**src/verilog/mrs_cfg.svh**
```systemverilog
`ifndef MRS_CFG_SVH
`define MRS_CFG_SVH
// Register byte offsets
`define MRS_OFS_CTRL     12'h000
`define MRS_OFS_STATUS   12'h004
`define MRS_OFS_IRQ_STAT 12'h008
`define MRS_OFS_IRQ_MASK 12'h00c
// Control register fields
`define MRS_CTRL_ENABLE  0
`define MRS_CTRL_RESET   32'h0000_0001
// Interrupt status bit positions
`define MRS_EV_THERMAL   0
`define MRS_EV_ESTOP     1
`define MRS_EV_STOPPED   2
`define MRS_EV_REVERSE   3
// Debounce time
`define MRS_DEB_US       1000
`define MRS_CLK_MHZ      25
`endif

```
**src/verilog/mrs_pkg.sv**
```systemverilog
package mrs_pkg;
  typedef enum logic [2:0] {
    MRS_IDLE,
    MRS_RUN,
    MRS_RAMP_STOP,
    MRS_REV_DECEL,
    MRS_TRIP
  } mrs_state_t;

  // Debounced operator contacts
  typedef struct packed {
    logic thermal_ok;
    logic estop_ok;
    logic hold;
    logic run;
    logic digital_sel;
    logic reverse;
  } mrs_inputs_t;

  // Requests to the ramp and speed path
  typedef struct packed {
    logic drive_on;
    logic ramp_enable;
    logic ramp_to_zero;
    logic direction_rev;
    logic speed_src_digital;
    logic current_limit_step;
  } mrs_drive_t;
endpackage

```
**src/verilog/mrs_sequencer.sv**
```systemverilog
`timescale 1ns/100ps
`include "mrs_cfg.svh"
module mrs_sequencer #(
  parameter int DEB_CYCLES = `MRS_DEB_US * `MRS_CLK_MHZ
) (
  // Clock, reset, enable
  input  wire  logic        aclk,
  input  wire  logic        aresetn,
  input  wire  logic        clk_en,
  // Operator contacts, asynchronous
  input  wire  logic        thermal_closed,
  input  wire  logic        estop_closed,
  input  wire  logic        hold_closed,
  input  wire  logic        run_closed,
  input  wire  logic        digital_select,
  input  wire  logic        reverse_select,
  // Jumpers and reference, static straps
  input  wire  logic        direction_source_jumper,
  input  wire  logic [1:0]  customer_output_select_jumper,
  input  wire  logic        ref_negative,
  input  wire  logic        ref_on_alt_terminal,
  // Ramp path feedback, same clock
  input  wire  logic        at_zero_speed,
  // Drive requests
  output logic              drive_on,
  output logic              ramp_enable,
  output logic              ramp_to_zero,
  output logic              direction_rev,
  output logic              speed_src_digital,
  output logic              current_limit_step,
  // Indications
  output logic              run_feedback,
  output logic              run_feedback_oe,
  output logic              thermal_fault,
  output logic              customer_out,
  output logic              customer_out_oe,
  // AXI4-Lite slave
  input  wire  logic [11:0] s_awaddr,
  input  wire  logic        s_awvalid,
  output logic              s_awready,
  input  wire  logic [31:0] s_wdata,
  input  wire  logic [3:0]  s_wstrb,
  input  wire  logic        s_wvalid,
  output logic              s_wready,
  output logic [1:0]        s_bresp,
  output logic              s_bvalid,
  input  wire  logic        s_bready,
  input  wire  logic [11:0] s_araddr,
  input  wire  logic        s_arvalid,
  output logic              s_arready,
  output logic [31:0]       s_rdata,
  output logic [1:0]        s_rresp,
  output logic              s_rvalid,
  input  wire  logic        s_rready,
  output logic              irq
);
  localparam int NIN = 6;
  localparam int DW  = $clog2(DEB_CYCLES + 1);

  // ==========================================================
  // State record
  typedef struct packed {
    logic [NIN-1:0]         s1;
    logic [NIN-1:0]         s2;
    logic [NIN-1:0]         deb;
    logic [NIN-1:0][DW-1:0] cnt;
    mrs_pkg::mrs_state_t    st;
    logic                   latched;
    logic                   dir;
    logic                   src;
    logic                   step;
    logic                   fault;
    mrs_pkg::mrs_drive_t    drv;
    logic                   fb;
    logic                   cout;
    logic                   coe;
    logic                   enable;
    logic [3:0]             ist;
    logic [3:0]             imask;
    logic                   irq;
    logic                   aw_ok;
    logic [11:0]            awa;
    logic                   w_ok;
    logic [31:0]            wd;
    logic [3:0]             ws;
    logic                   bv;
    logic [1:0]             br;
    logic                   rv;
    logic [31:0]            rd;
    logic [1:0]             rr;
  } mrs_regs_t;

  mrs_regs_t q_r;
  mrs_regs_t q_nxt;

  // Raw contacts gathered for the synchroniser
  logic [NIN-1:0] raw;
  assign raw = {thermal_closed, estop_closed, hold_closed,
                run_closed, digital_select, reverse_select};

  mrs_pkg::mrs_inputs_t din;
  assign din = mrs_pkg::mrs_inputs_t'(q_r.deb);

  // Read decode used by the read path
  function automatic logic [31:0] rd_word(input logic [11:0] a, input mrs_regs_t s);
    case (a)
      `MRS_OFS_CTRL:     rd_word = {31'h0, s.enable};
      `MRS_OFS_STATUS:   rd_word = {24'h0, s.fault, s.latched, s.dir, s.src,
                                    1'b0, s.st};
      `MRS_OFS_IRQ_STAT: rd_word = {28'h0, s.ist};
      `MRS_OFS_IRQ_MASK: rd_word = {28'h0, s.imask};
      default:           rd_word = 32'h0;
    endcase
  endfunction

  function automatic logic mapped(input logic [11:0] a);
    mapped = (a == `MRS_OFS_CTRL) || (a == `MRS_OFS_STATUS) ||
             (a == `MRS_OFS_IRQ_STAT) || (a == `MRS_OFS_IRQ_MASK);
  endfunction

  // ==========================================================
  // Next-state logic
  always_comb begin
    logic       can_run;
    logic       want_dir;
    logic [3:0] ev;
    logic       wr_go;
    q_nxt    = q_r;
    can_run  = 1'b0;
    want_dir = 1'b0;
    ev       = 4'h0;
    wr_go    = 1'b0;

    // Two-stage sync, then each contact must stay changed for DEB_CYCLES before it is taken
    q_nxt.s1 = raw;
    q_nxt.s2 = q_r.s1;
    for (int i = 0; i < NIN; i++) begin
      if (q_r.s2[i] == q_r.deb[i]) begin
        q_nxt.cnt[i] = '0;
      end else if (q_r.cnt[i] == DW'(DEB_CYCLES - 1)) begin
        q_nxt.deb[i] = q_r.s2[i];
        q_nxt.cnt[i] = '0;
      end else begin
        q_nxt.cnt[i] = q_r.cnt[i] + DW'(1);
      end
    end

    // Interlocks gate every path into running
    can_run = din.thermal_ok && din.estop_ok && q_r.enable;

    // Direction: external uses reverse, internal uses reference
    if (direction_source_jumper) begin
      want_dir = din.reverse;
    end else begin
      want_dir = ref_negative ^ ref_on_alt_terminal;
    end

    // Source select is a step, never ramped
    q_nxt.step = 1'b0;
    if (din.digital_sel != q_r.src) begin
      q_nxt.src  = din.digital_sel;
      q_nxt.step = (q_r.st != mrs_pkg::MRS_IDLE);
    end

    unique case (q_r.st)
      mrs_pkg::MRS_IDLE: begin
        q_nxt.latched = 1'b0;
        q_nxt.dir     = want_dir;
        if (din.run && can_run) begin
          q_nxt.st      = mrs_pkg::MRS_RUN;
          q_nxt.latched = din.hold;
          q_nxt.fault   = 1'b0;
        end
      end
      mrs_pkg::MRS_RUN, mrs_pkg::MRS_RAMP_STOP, mrs_pkg::MRS_REV_DECEL: begin
        // Once set, the latch only tracks hold; extra run closings change nothing
        q_nxt.latched = q_r.latched ? din.hold : (din.hold && din.run);
        if (!din.thermal_ok) begin
          q_nxt.st    = mrs_pkg::MRS_TRIP;
          q_nxt.fault = 1'b1;
          ev[`MRS_EV_THERMAL] = 1'b1;
        end else if (!din.estop_ok || !q_r.enable) begin
          q_nxt.st = mrs_pkg::MRS_IDLE;
          ev[`MRS_EV_ESTOP] = 1'b1;
        end else if (q_r.st == mrs_pkg::MRS_RAMP_STOP) begin
          if (at_zero_speed) begin
            q_nxt.st      = mrs_pkg::MRS_IDLE;
            q_nxt.latched = 1'b0;
            ev[`MRS_EV_STOPPED] = 1'b1;
          end
        end else if (q_r.latched && !din.hold) begin
          q_nxt.st = mrs_pkg::MRS_RAMP_STOP;
        end else if (!q_r.latched && !din.run && !din.hold) begin
          q_nxt.st = mrs_pkg::MRS_RAMP_STOP;
        end else if (q_r.st == mrs_pkg::MRS_REV_DECEL) begin
          if (at_zero_speed) begin
            q_nxt.dir = want_dir;
            q_nxt.st  = mrs_pkg::MRS_RUN;
          end
        end else if (want_dir != q_r.dir) begin
          if (direction_source_jumper) begin
            q_nxt.st = mrs_pkg::MRS_REV_DECEL;
            ev[`MRS_EV_REVERSE] = 1'b1;
          end else begin
            q_nxt.dir = want_dir;
          end
        end
      end
      mrs_pkg::MRS_TRIP: begin
        // Trip holds until the thermal closes and run is released
        q_nxt.latched = 1'b0;
        if (din.thermal_ok && !din.run) begin
          q_nxt.st = mrs_pkg::MRS_IDLE;
        end
      end
      default: q_nxt.st = mrs_pkg::MRS_IDLE;
    endcase

    // Drive requests, registered
    q_nxt.drv.drive_on     = (q_nxt.st == mrs_pkg::MRS_RUN) ||
                             (q_nxt.st == mrs_pkg::MRS_RAMP_STOP) ||
                             (q_nxt.st == mrs_pkg::MRS_REV_DECEL);
    q_nxt.drv.ramp_to_zero = (q_nxt.st == mrs_pkg::MRS_RAMP_STOP) ||
                             (q_nxt.st == mrs_pkg::MRS_REV_DECEL);
    q_nxt.drv.ramp_enable  = q_nxt.drv.drive_on && !q_nxt.step;
    q_nxt.drv.direction_rev      = q_nxt.dir;
    q_nxt.drv.speed_src_digital  = q_nxt.src;
    q_nxt.drv.current_limit_step = q_nxt.step;

    // Run node held active while operating
    q_nxt.fb = q_nxt.drv.drive_on;

    // Customer output: 01 run contact, 10 no-fault transistor
    unique case (customer_output_select_jumper)
      2'b01: begin
        q_nxt.cout = 1'b0;
        q_nxt.coe  = q_nxt.drv.drive_on;
      end
      2'b10: begin
        q_nxt.cout = 1'b0;
        q_nxt.coe  = !q_nxt.fault;
      end
      default: begin
        q_nxt.cout = 1'b0;
        q_nxt.coe  = 1'b0;
      end
    endcase

    // AXI write: take address and data in either order
    if (s_awvalid && !q_r.aw_ok && !q_r.bv) begin
      q_nxt.aw_ok = 1'b1;
      q_nxt.awa   = s_awaddr;
    end
    if (s_wvalid && !q_r.w_ok && !q_r.bv) begin
      q_nxt.w_ok = 1'b1;
      q_nxt.wd   = s_wdata;
      q_nxt.ws   = s_wstrb;
    end
    wr_go = q_r.aw_ok && q_r.w_ok;
    if (wr_go) begin
      q_nxt.aw_ok = 1'b0;
      q_nxt.w_ok  = 1'b0;
      q_nxt.bv    = 1'b1;
      q_nxt.br    = mapped(q_r.awa) ? 2'b00 : 2'b10;
      if (q_r.ws[0]) begin
        if (q_r.awa == `MRS_OFS_CTRL) begin
          q_nxt.enable = q_r.wd[`MRS_CTRL_ENABLE];
        end
        if (q_r.awa == `MRS_OFS_IRQ_MASK) begin
          q_nxt.imask = q_r.wd[3:0];
        end
      end
    end else if (q_r.bv && s_bready) begin
      q_nxt.bv = 1'b0;
    end

    // Sticky events: set wins over write-one-to-clear
    q_nxt.ist = q_r.ist;
    if (wr_go && q_r.ws[0] && (q_r.awa == `MRS_OFS_IRQ_STAT)) begin
      q_nxt.ist = q_r.ist & ~q_r.wd[3:0];
    end
    q_nxt.ist = q_nxt.ist | ev;
    q_nxt.irq = |(q_nxt.ist & q_nxt.imask);

    // AXI read
    if (s_arvalid && !q_r.rv) begin
      q_nxt.rv = 1'b1;
      q_nxt.rd = rd_word(s_araddr, q_r);
      q_nxt.rr = mapped(s_araddr) ? 2'b00 : 2'b10;
    end else if (q_r.rv && s_rready) begin
      q_nxt.rv = 1'b0;
    end
  end

  // ==========================================================
  // State register
  always_ff @(posedge aclk) begin
    if (!aresetn) begin
      q_r        <= '0;
      q_r.st     <= mrs_pkg::MRS_IDLE;
      q_r.enable <= 1'(`MRS_CTRL_RESET);
    end else if (clk_en) begin
      q_r <= q_nxt;
    end
  end

  // ==========================================================
  // Outputs straight from flops
  assign drive_on           = q_r.drv.drive_on;
  assign ramp_enable        = q_r.drv.ramp_enable;
  assign ramp_to_zero       = q_r.drv.ramp_to_zero;
  assign direction_rev      = q_r.drv.direction_rev;
  assign speed_src_digital  = q_r.drv.speed_src_digital;
  assign current_limit_step = q_r.drv.current_limit_step;
  assign run_feedback       = q_r.fb;
  assign run_feedback_oe    = q_r.fb;
  assign thermal_fault      = q_r.fault;
  assign customer_out       = q_r.cout;
  assign customer_out_oe    = q_r.coe;
  assign s_awready          = !q_r.aw_ok && !q_r.bv;
  assign s_wready           = !q_r.w_ok && !q_r.bv;
  assign s_bvalid           = q_r.bv;
  assign s_bresp            = q_r.br;
  assign s_arready          = !q_r.rv;
  assign s_rvalid           = q_r.rv;
  assign s_rdata            = q_r.rd;
  assign s_rresp            = q_r.rr;
  assign irq                = q_r.irq;

  // ==========================================================
  // Assertions
  a_run_needs_thermal: assert property (@(posedge aclk) disable iff (!aresetn)
    (clk_en && drive_on && !din.thermal_ok) |=> !drive_on)
    else $error("drive kept on with thermal open");
  a_thermal_trip: assert property (@(posedge aclk) disable iff (!aresetn)
    (clk_en && drive_on && !din.thermal_ok) |=> thermal_fault && !ramp_to_zero)
    else $error("thermal open did not trip");
  a_estop_gate: assert property (@(posedge aclk) disable iff (!aresetn)
    (clk_en && !drive_on && !din.estop_ok) |=> !drive_on)
    else $error("started without emergency stop");
  a_estop_coast: assert property (@(posedge aclk) disable iff (!aresetn)
    (clk_en && drive_on && din.thermal_ok && !din.estop_ok) |=> !drive_on && !ramp_to_zero)
    else $error("emergency stop did not coast");
  a_hold_ramp: assert property (@(posedge aclk) disable iff (!aresetn)
    (clk_en && q_r.st == mrs_pkg::MRS_RUN && q_r.latched && !din.hold && din.thermal_ok
     && din.estop_ok && q_r.enable) |=> ramp_to_zero && drive_on)
    else $error("hold loss did not ramp");
  a_run_start: assert property (@(posedge aclk) disable iff (!aresetn)
    (clk_en && q_r.st == mrs_pkg::MRS_IDLE && din.run && din.thermal_ok && din.estop_ok
     && q_r.enable) |=> drive_on && ramp_enable && !ramp_to_zero)
    else $error("run did not start");
  a_feedback_run: assert property (@(posedge aclk) disable iff (!aresetn)
    run_feedback_oe == drive_on)
    else $error("run feedback not tied to operation");
  a_zero_stop: assert property (@(posedge aclk) disable iff (!aresetn)
    (clk_en && q_r.st == mrs_pkg::MRS_RAMP_STOP && at_zero_speed && din.thermal_ok
     && din.estop_ok && q_r.enable) |=> !drive_on && !q_r.latched)
    else $error("ramped stop did not end");
  a_src_step: assert property (@(posedge aclk) disable iff (!aresetn)
    (clk_en && current_limit_step) |-> !ramp_enable)
    else $error("source step went through ramp");
  a_internal_dir: assert property (@(posedge aclk) disable iff (!aresetn)
    (clk_en && !direction_source_jumper) |-> q_r.st != mrs_pkg::MRS_REV_DECEL
     || $past(q_r.st) == mrs_pkg::MRS_REV_DECEL)
    else $error("reverse acted in internal mode");
endmodule

```
**config.mk**
```make
export PLATFORM = sky130hd
export DESIGN_NAME = mrs_sequencer
export DESIGN_NICKNAME = d
export VERILOG_FILES = /design/src/verilog/mrs_pkg.sv /design/src/verilog/mrs_sequencer.sv
export VERILOG_INCLUDE_DIRS = /design/src /design/src/verilog
export SDC_FILE = /design/constraint.sdc
export NUM_CORES = 1
export LEC_CHECK = 0
export BUFFER_PORTS_ARGS = -buffer_cell sky130_fd_sc_hd__buf_2
export CAP_MARGIN = 30
export CORE_ASPECT_RATIO = 0.7
export CORE_UTILIZATION = 61
export DETAILED_ROUTE_END_ITERATION = 6
export PLACE_DENSITY = 0.86
export SETUP_SLACK_MARGIN = 0.3
export SLEW_MARGIN = 0
export SYNTH_ARGS = -nofsm -noshare
export SYNTH_HDL_FRONTEND = slang
export SYNTH_SLANG_ARGS = --single-unit
```
**constraint.sdc**
```tcl
create_clock -name aclk -period 6.37 [get_ports aclk]
set_input_delay 0.637 -clock aclk [delete_from_list [all_inputs] [get_ports aclk]]
set_output_delay 0.637 -clock aclk [all_outputs]
set_load 0.05 [all_outputs]
```
==> implementation parameters, run 1 <==
Parameter                              Value

Global routing
  Largest net degree at the start of global routing    55
  Vias in the first global route    5730
  Wire length of the first global-routing pass    27.5 mm
  Number of antenna violations at the first check in global routing    1
  Overall routing resource usage    26.5%
  Total overflow reported by the global router    0

Placed design
  Placer congestion estimate    0.841
  Detail Placement HPWL    11.1 mm
  Count of input and output buffers    74

Routing
  Mean routed wirelength per cell    14.0 microns
  Final ANT Viol Nets    0
  Number of remaining DRC errors    0
  Iteration-0 DRC Markers    502
  Number of vias per cell after detailed routing    5.63
  Overall routed net length    16.3 mm
  Number of search-and-repair iterations in the first detailed-routing pass    5
  Vias    6565

Logic synthesis
  Syn Inst Count    949
  Count of unique library cells instantiated by Yosys    70
  Cell area after synthesis    7800 sq um
  Mean instance size in the synthesized netlist    8.22 sq um
  Top flip-flop cell by instance count after synthesis    dfxtp_1
  Register bit count reported by yosys    161
  Share of synthesized flip-flops with an asynchronous set or reset    0%
  Count of synthesis-stage warnings from yosys    0
  Post-synth EDFFs    0
  Sequential share of the synthesized area    41.3%

Critical path
  Startpoint of the most critical register-to-register path    q_r[145]
  Startpoint kind of the worst setup timing path    flop
  Worst Path Arrival    3.00 ns
  End of the worst register-to-register path    q_r[154]
  Cell family with the largest share of critical-path delay    simple AND/OR/NAND/NOR gates
  Slowest Stage Delay on Critical Path    0.67 ns
  Critical path endpoint category    flop
  Data required time of the critical path    6.64 ns
  Critical path buffers and inverters    0
  Worst-case register-to-register setup slack    3.64 ns
  Crit-path cells    ha_1 -> or4b_1 -> nor4_2 -> or3_1 -> nor2_1 -> a31oi_1 -> a311oi_1
  Worst setup path category    reg -> reg
  Number of cells on the worst reg-to-reg path    7
  Largest fanout on the critical path    26
  Cell with the biggest individual delay on the critical path    or3_1

Finish
  Count of filler cells inserted in the layout    1028
  Area taken by multi-input logic gates    4140 sq um
  Synth-to-Final Area Change    10.3%
  Sequential Area    3220 sq um
  Most common library cell in the layout ignoring fill and taps    dfxtp_1
  Commonest cells after routing, fill and taps aside    dfxtp_1 (161), nor2_1 (155), nand2_1 (114)
  Number of antenna repair diodes    0
  Final-stage net count    1082
  Fraction of final layout cells sized beyond drive strength 1    13.0%
  Layout Utilization    69.2%

Power
  Total power divided by cell area    253 nW/um^2
  Worst IR drop on VDD    0.000222 V
  Static power due to leakage    0.00321 uW

Clock tree
  Number of buffers added to fix hold violations after cts    0
  Number of buffers added by the clock tree synthesis step    17
  CTS tree    yes
  Total number of clock tree sinks    161
  CTS resizes    0
  H-tree levels    4
  Worst-path clk slew    0.06 ns
  Post-CTS repair timing setup buffer count    0
  Source-to-sink clock delay at the later pin of the worst-skew pair    0.43 ns
  Root Buffer Master    clkbuf_16
  Buffer levels on the longest clock path    2

STA
  Setup Skew    0.00800 ns
  Final setup fails    0
  Final number of hold-violating endpoints    0
  Maximum achievable frequency    0.366 GHz
  Sum of negative setup slack    0 ns
  Tcrit/Tclk final    42.9%
  Min Clock Period, post-route    2.73 ns
  RSZ-0062 raised after global routing    false
  Slew at the pin closest to its max-slew limit    0.810 ns
  Hold Slack    0.451 ns
  Max-slew violation count    0
  Relative slew slack    44.6%

Floorplanning
  Number of primary I/O pins    133
  Std cell rows    34
  Placeable core region    12400 sq um
  Die height    96.6 microns
  Initial standard-cell utilization of the core    62.8%
  Die area    13200 sq um
  Die width    137 microns

Hold path
  Type of the worst min-delay path    in -> reg
  Hold depth    3
  Worst Hold Launch    s_awaddr[11]
  Worst min-delay path endpoint    q_r[86]

Status
  Run status    finished clean

Job
  Max Cap Viol    0
through the flow:
stage               std cells  cell area (sq um)  power, uW  worst slack [ns]
global placement         1135               8030       1210              3.34
finish                   1167               8600       2170              3.64
floorplan                 975               7900       1190              4.23
CTS                      1167               8600       2190              3.68
detailed placement       1136               8030       1210              3.28
global route             1167               8600       2250              3.40
layout make-up:
type                            count  share of cell area, %
Inverter                           16                  0.698
Sequential cell                   161                   37.5
Multi-Input combinational cell    718                   48.1
Clock inverter                      8                  0.916
Tap cell                          162                   2.36
Clock buffer                       23                   5.67
Timing Repair Buffer               79                   4.74
state kept, by name, indices dropped and copies added (netlist names), 6 cells and up:
| name | cells |
|---|---|
| s_rdata | 8 |
| din | 6 |
| q_r | 128 |
| q_nxt | 6 |
worst max-delay path by stage:
stage	startpoint	endpoint	cells after the start
2_1_floorplan	s_bvalid	q_r[38]	5
4_1_cts	q_r[145]	q_r[154]	7
3_3_place_gp	clk_en	q_r[128]	8
6_report	q_r[145]	q_r[154]	7
5_1_grt	q_r[145]	q_r[154]	7
3_5_place_dp	clk_en	q_r[128]	8
synthesized netlist by cell type (all sizes together) (3+ instances only):
| cell type | instances | share of area [%] |
|---|---|---|
| or4b | 3 | 0.39 |
| a311oi | 4 | 0.45 |
| or2 | 3 | 0.24 |
| and4 | 5 | 0.56 |
| nor3b | 4 | 0.39 |
| nor2b | 4 | 0.32 |
| nand2 | 114 | 5.5 |
| xnor2 | 28 | 3.1 |
| buf | 54 | 4.8 |
| nor3 | 17 | 1.1 |
| o22ai | 3 | 0.24 |
| and2 | 8 | 0.64 |
| nand4b | 4 | 0.45 |
| nand4 | 25 | 2.0 |
| or3 | 5 | 0.40 |
| mux2i | 23 | 3.0 |
| or3b | 4 | 0.45 |
| ha | 9 | 1.4 |
| and3 | 19 | 1.5 |
| nor4 | 11 | 1.2 |
| nand3b | 3 | 0.29 |
| a31oi | 5 | 0.48 |
| clkbuf | 26 | 1.3 |
| nand3 | 41 | 2.6 |
| dfxtp | 161 | 41 |
| inv | 16 | 0.77 |
| nor2 | 155 | 7.5 |
| mux2 | 4 | 0.58 |
| a21oi | 67 | 4.3 |
| nand2b | 8 | 0.64 |
| a22oi | 11 | 1.1 |
| or4 | 7 | 0.77 |
| o21ai | 27 | 1.7 |
| a211oi | 3 | 0.29 |
| xor2 | 39 | 4.4 |
where the power goes:
| part | total [uW] | leakage (uW) | internal, uW | switching, uW |
|---|---|---|---|---|
| combinational | 158 | 0.00164 | 43.3 | 115 |
| clock | 982 | 0.000268 | 577 | 405 |
| sequential | 1030 | 0.00130 | 1020 | 11.7 |
routing by layer:
metal / vias to the layer above / global-route usage [%] / share of wire (%)
met1: 3019 / 38.3 / 50
met2: 217 / 38.6 / 42
met4: 2 / 7.42 / 1.0
li1: 3308 / - / -
met3: 19 / 6.89 / 6.9
met5: - / 0 / 0.080
cell families after synthesis:
family,synth area share (%)
simple gates,27.9
buf+inv,6.82
mux,3.82
flops,41.3
xor+xnor,7.81
compound gates,10.8
other cells,0.0481
fa+ha+maj,1.44
worst min-delay path: stages:
cell     delay, ns
buf_2         0.09
nand2_1       0.05
a21oi_1       0.05
Power figures use the tool's default switching activity.
==> inputs of run 2 (changes only) <==
--- a/config.mk
+++ b/config.mk
@@ -6,12 +6,13 @@
 export SDC_FILE = /design/constraint.sdc
 export NUM_CORES = 1
 export LEC_CHECK = 0
+export ABC_AREA = 1
 export BUFFER_PORTS_ARGS = -buffer_cell sky130_fd_sc_hd__buf_2
 export CAP_MARGIN = 30
 export CORE_ASPECT_RATIO = 0.7
-export CORE_UTILIZATION = 61
+export CORE_UTILIZATION = 51
 export DETAILED_ROUTE_END_ITERATION = 6
-export PLACE_DENSITY = 0.86
+export PLACE_DENSITY = 0.76
 export SETUP_SLACK_MARGIN = 0.3
 export SLEW_MARGIN = 0
 export SYNTH_ARGS = -nofsm -noshare
==> constraint.sdc (replaced) <==
create_clock -name aclk -period 2.2 [get_ports aclk]
set_input_delay 0.22 -clock aclk [delete_from_list [all_inputs] [get_ports aclk]]
set_output_delay 0.22 -clock aclk [all_outputs]
set_load 0.05 [all_outputs]
==> run 2 against run 1 <==
Net effect: die area is 22% higher; critical path type unchanged; design area is 7.3% higher; non-clock buffer count grew 19; maximum frequency rose by 44%; largest cell class unchanged; cell count up 19%.
==> implementation parameters, run 2 <==
Parameter                              Value

Logic synthesis
  Dominant combinational cell family by area after synthesis    simple AND/OR/NAND/NOR gates
  Mean instance size in the synthesized netlist    7.19 sq um (-12%)
  Post-Synth Adder-Cell Area    1.42% (-0.028 points)
  Biggest area consumer among synthesized cells    dfxtp_1
  Synth top area share    40.5% (-0.81 points)
  Post-Synth XOR/XNOR Area    2.75% (-5.1 points)
  Top flip-flop cell by instance count after synthesis    dfxtp_1
  Share of synthesized cell area in and, or, nand and nor gates    28.5% (+0.58 points)
  Share of synthesized flip-flops with an asynchronous set or reset    0% (unchanged)
  Area contributors post-synth    dfxtp_1 (41%), nand2_1 (9.0%), nor2_1 (6.7%)
  Count of unique library cells instantiated by Yosys    49 (-30%)
  Syn Inst Count    1106 (+17%)
  Compound-Gate Fraction of Synth Area    15.4% (+4.6 points)
  Proportion of synthesized area in mux cells    0% (-3.8 points)
  Most used standard cells in the synthesized netlist    nand2_1 (191), dfxtp_1 (161), nor2_1 (143)
  Count of synthesis-stage warnings from yosys    0 (unchanged)
  Register bit count reported by yosys    161 (unchanged)
  Post-synth EDFFs    0 (unchanged)
  Sequential share of the synthesized area    40.5% (-0.81 points)
  Most frequent cell after synthesis    nand2_1
  Cell area after synthesis    7950 sq um (+2.0%)

Critical path
  Worst Path Arrival    2.24 ns (-0.76 ns)
  Startpoint kind of the worst setup timing path    flop
  Worst setup path category    reg -> reg
  Cell with the biggest individual delay on the critical path    dfxtp_2
  Critical path endpoint category    flop
  Largest fanout on the critical path    4 (-85%)
  Data required time of the critical path    2.55 ns (-4.09 ns)
  Crit-path cells    ha_4 -> nand2_4 -> nor2_4 -> nand2_2 -> nor2_4 -> nand2_2 -> inv_2 -> nand4_4 -> nor3_2 -> xor2_1 -> nand2_1 -> a21oi_2
  Slowest Stage Delay on Critical Path    0.37 ns (-0.30 ns)

Global routing
  Wire length of the first global-routing pass    29.9 mm (+8.8%)
  Number of antenna violations at the first check in global routing    0 (-1)
  Largest net degree at the start of global routing    66 (+20%)
  Overall routing resource usage    23.1% (-3.3 points)
  Vias in the first global route    6336 (+11%)
  Total overflow reported by the global router    0 (unchanged)

Floorplanning
  Initial standard-cell utilization of the core    53.2% (-9.6 points)
  Std cell rows    37 (+8.8%)
  Die width    151 microns (+10%)
  Die height    106 microns (+10%)
  Die area    16100 sq um (+22%)
  Number of primary I/O pins    133 (unchanged)
  Placeable core region    15000 sq um (+20%)

Clock tree
  Total number of clock tree sinks    161 (unchanged)
  Root Buffer Master    clkbuf_16
  Source-to-sink clock delay at the later pin of the worst-skew pair    0.42 ns (about the same)
  Number of buffers added by the clock tree synthesis step    17 (unchanged)
  H-tree levels    4 (unchanged)
  CTS tree    yes
  Buffer levels on the longest clock path    2 (unchanged)
  Worst-path clk slew    0.07 ns (about the same)

STA
  Maximum achievable frequency    0.529 GHz (+44%)
  Max-slew violation count    0 (unchanged)
  Min Clock Period, post-route    1.89 ns (-0.840 ns)
  Sum of negative setup slack    0 ns (unchanged)
  Final setup fails    0 (unchanged)
  RSZ-0062 raised after global routing    true
  Tcrit/Tclk final    86.0% (+43 points)
  Slew at the pin closest to its max-slew limit    0.580 ns (-0.230 ns)
  Final number of hold-violating endpoints    0 (unchanged)
  Relative slew slack    61.3% (+17 points)
  Setup Skew    0.0122 ns (+0.00416 ns)

Power
  Worst IR drop on VDD    0.000512 V (+130%)
  Static power due to leakage    0.00369 uW (+15%)
  Total power divided by cell area    741 nW/um^2 (+190%)

Hold path
  Type of the worst min-delay path    in -> reg

Finish
  Non-Filler Cell Area, Final    9230 sq um (+7.3%)
  Synth-to-Final Area Change    16.0%
  Max reg flops    128 (unchanged)
  Number of non-filler instances in the completed layout    1383 (+19%)
  Fraction of final layout cells sized beyond drive strength 1    17.0% (+4.0 points)
  Reg with most FFs    q_r
  Final-stage net count    1265 (+17%)
  Commonest cells after routing, fill and taps aside    nand2_1 (186), dfxtp_1 (153), nor2_1 (136)
  Number of antenna repair diodes    0 (unchanged)
  Most common library cell in the layout ignoring fill and taps    nand2_1

Routing
  Final ANT Viol Nets    0 (unchanged)
  Number of vias per cell after detailed routing    5.21 (-7.3%)
  Mean routed wirelength per cell    13.3 microns (-5.1%)
  Overall routed net length    18.4 mm (+12%)
  Vias    7212 (+9.9%)
  Iteration-0 DRC Markers    431 (-14%)
  Number of search-and-repair iterations in the first detailed-routing pass    5 (unchanged)
  Number of remaining DRC errors    0 (unchanged)

Placed design
  Placed cells    1341 (+18%)
  Placer congestion estimate    0.872 (+3.7%)
  Placed Area    8370 sq um (+4.2%)
  Count of input and output buffers    74 (unchanged)
  Detail Placement HPWL    12.5 mm (+13%)

Job
  Max Cap Viol    0 (unchanged)

Status
  Run status    finished clean
run 2: area by class of cell:
| type | count | area (sq um) |
|---|---|---|
| clock buffers | 20 | 457 |
| clock inverters | 11 | 178 |
| fillers | 1346 | 5730 |
| inverters | 125 | 470 |
| multi-input cells | 773 | 4060 |
| flip-flops and latches | 161 | 3230 |
| well taps | 195 | 244 |
| repair buffers | 98 | 588 |
run 2: critical path: cells and delay by family (launching register included):
family	cells	cell delay, ns
buffers and inverters	1	0.10
XOR/XNOR	1	0.17
AO/OA/AOI/OAI	1	0.14
AND/OR/NAND/NOR	8	0.89
adder cells (fa/ha/maj)	1	0.16
flip-flops	1	0.37
run 2: what timing repair did:
item / 4_1_cts / 5_1_grt
buffers inserted: 1 / 10
resized for setup: 1 / 41
gates cloned: 0 / 0
hold buffers: 0 / 0
endpoints found under the setup margin: 4 / 45
pin swaps: 1 / 11
run 2: layer usage:
metal | global-route usage, % | part of all wire (%) | wire [microns] | up-vias
met3 | 5.11 | 5.0 | 912 | 18
met5 | 0 | 0 | 0 | -
met2 | 35.1 | 45 | 8290 | 186
met4 | 5.14 | 0.75 | 138 | 0
li1 | - | - | - | 3742
met1 | 33.2 | 49 | 9040 | 3266
run 2: path summary, 6_finish.rpt:
| kind | from | endpoint | slack (ns) | depth (start not counted) |
|---|---|---|---|---|
| worst min register to register | q_r[156] | q_r[156] | 0.46 | 2 |
| worst min-delay path | run_closed | q_nxt[213] | 0.03 | 3 |
| worst max-delay path | q_r[131] | q_r[144] | 0.31 | 12 |
| worst max register to register | q_r[131] | q_r[144] | 0.31 | 12 |
run 2: logic make-up after synthesis:
family	count (synthesis)
buffers and inverters	198
AND/OR/NAND/NOR	495
flip-flops	161
other	1
adder cells (fa/ha/maj)	9
AO/OA/AOI/OAI	217
XOR/XNOR	25
run 2: through the flow:
step	total power [uW]	hold slack [ns]	worst slack [ns]	util (%)
after floorplan	3580	0.355	0.371	-
after global placement	3690	0.450	0.333	56.0
after detailed placement	3700	0.450	0.318	56.0
after CTS	6860	0.0257	0.330	60.3
after global routing	7070	0.0422	0.206	61.7
final	6840	0.0333	0.308	61.7
run 2: where the power goes:
| part | switching [uW] | total, uW | internal [uW] |
|---|---|---|---|
| registers | 50.2 | 3040 | 2990 |
| clock network | 1220 | 3180 | 1970 |
| logic | 452 | 616 | 165 |
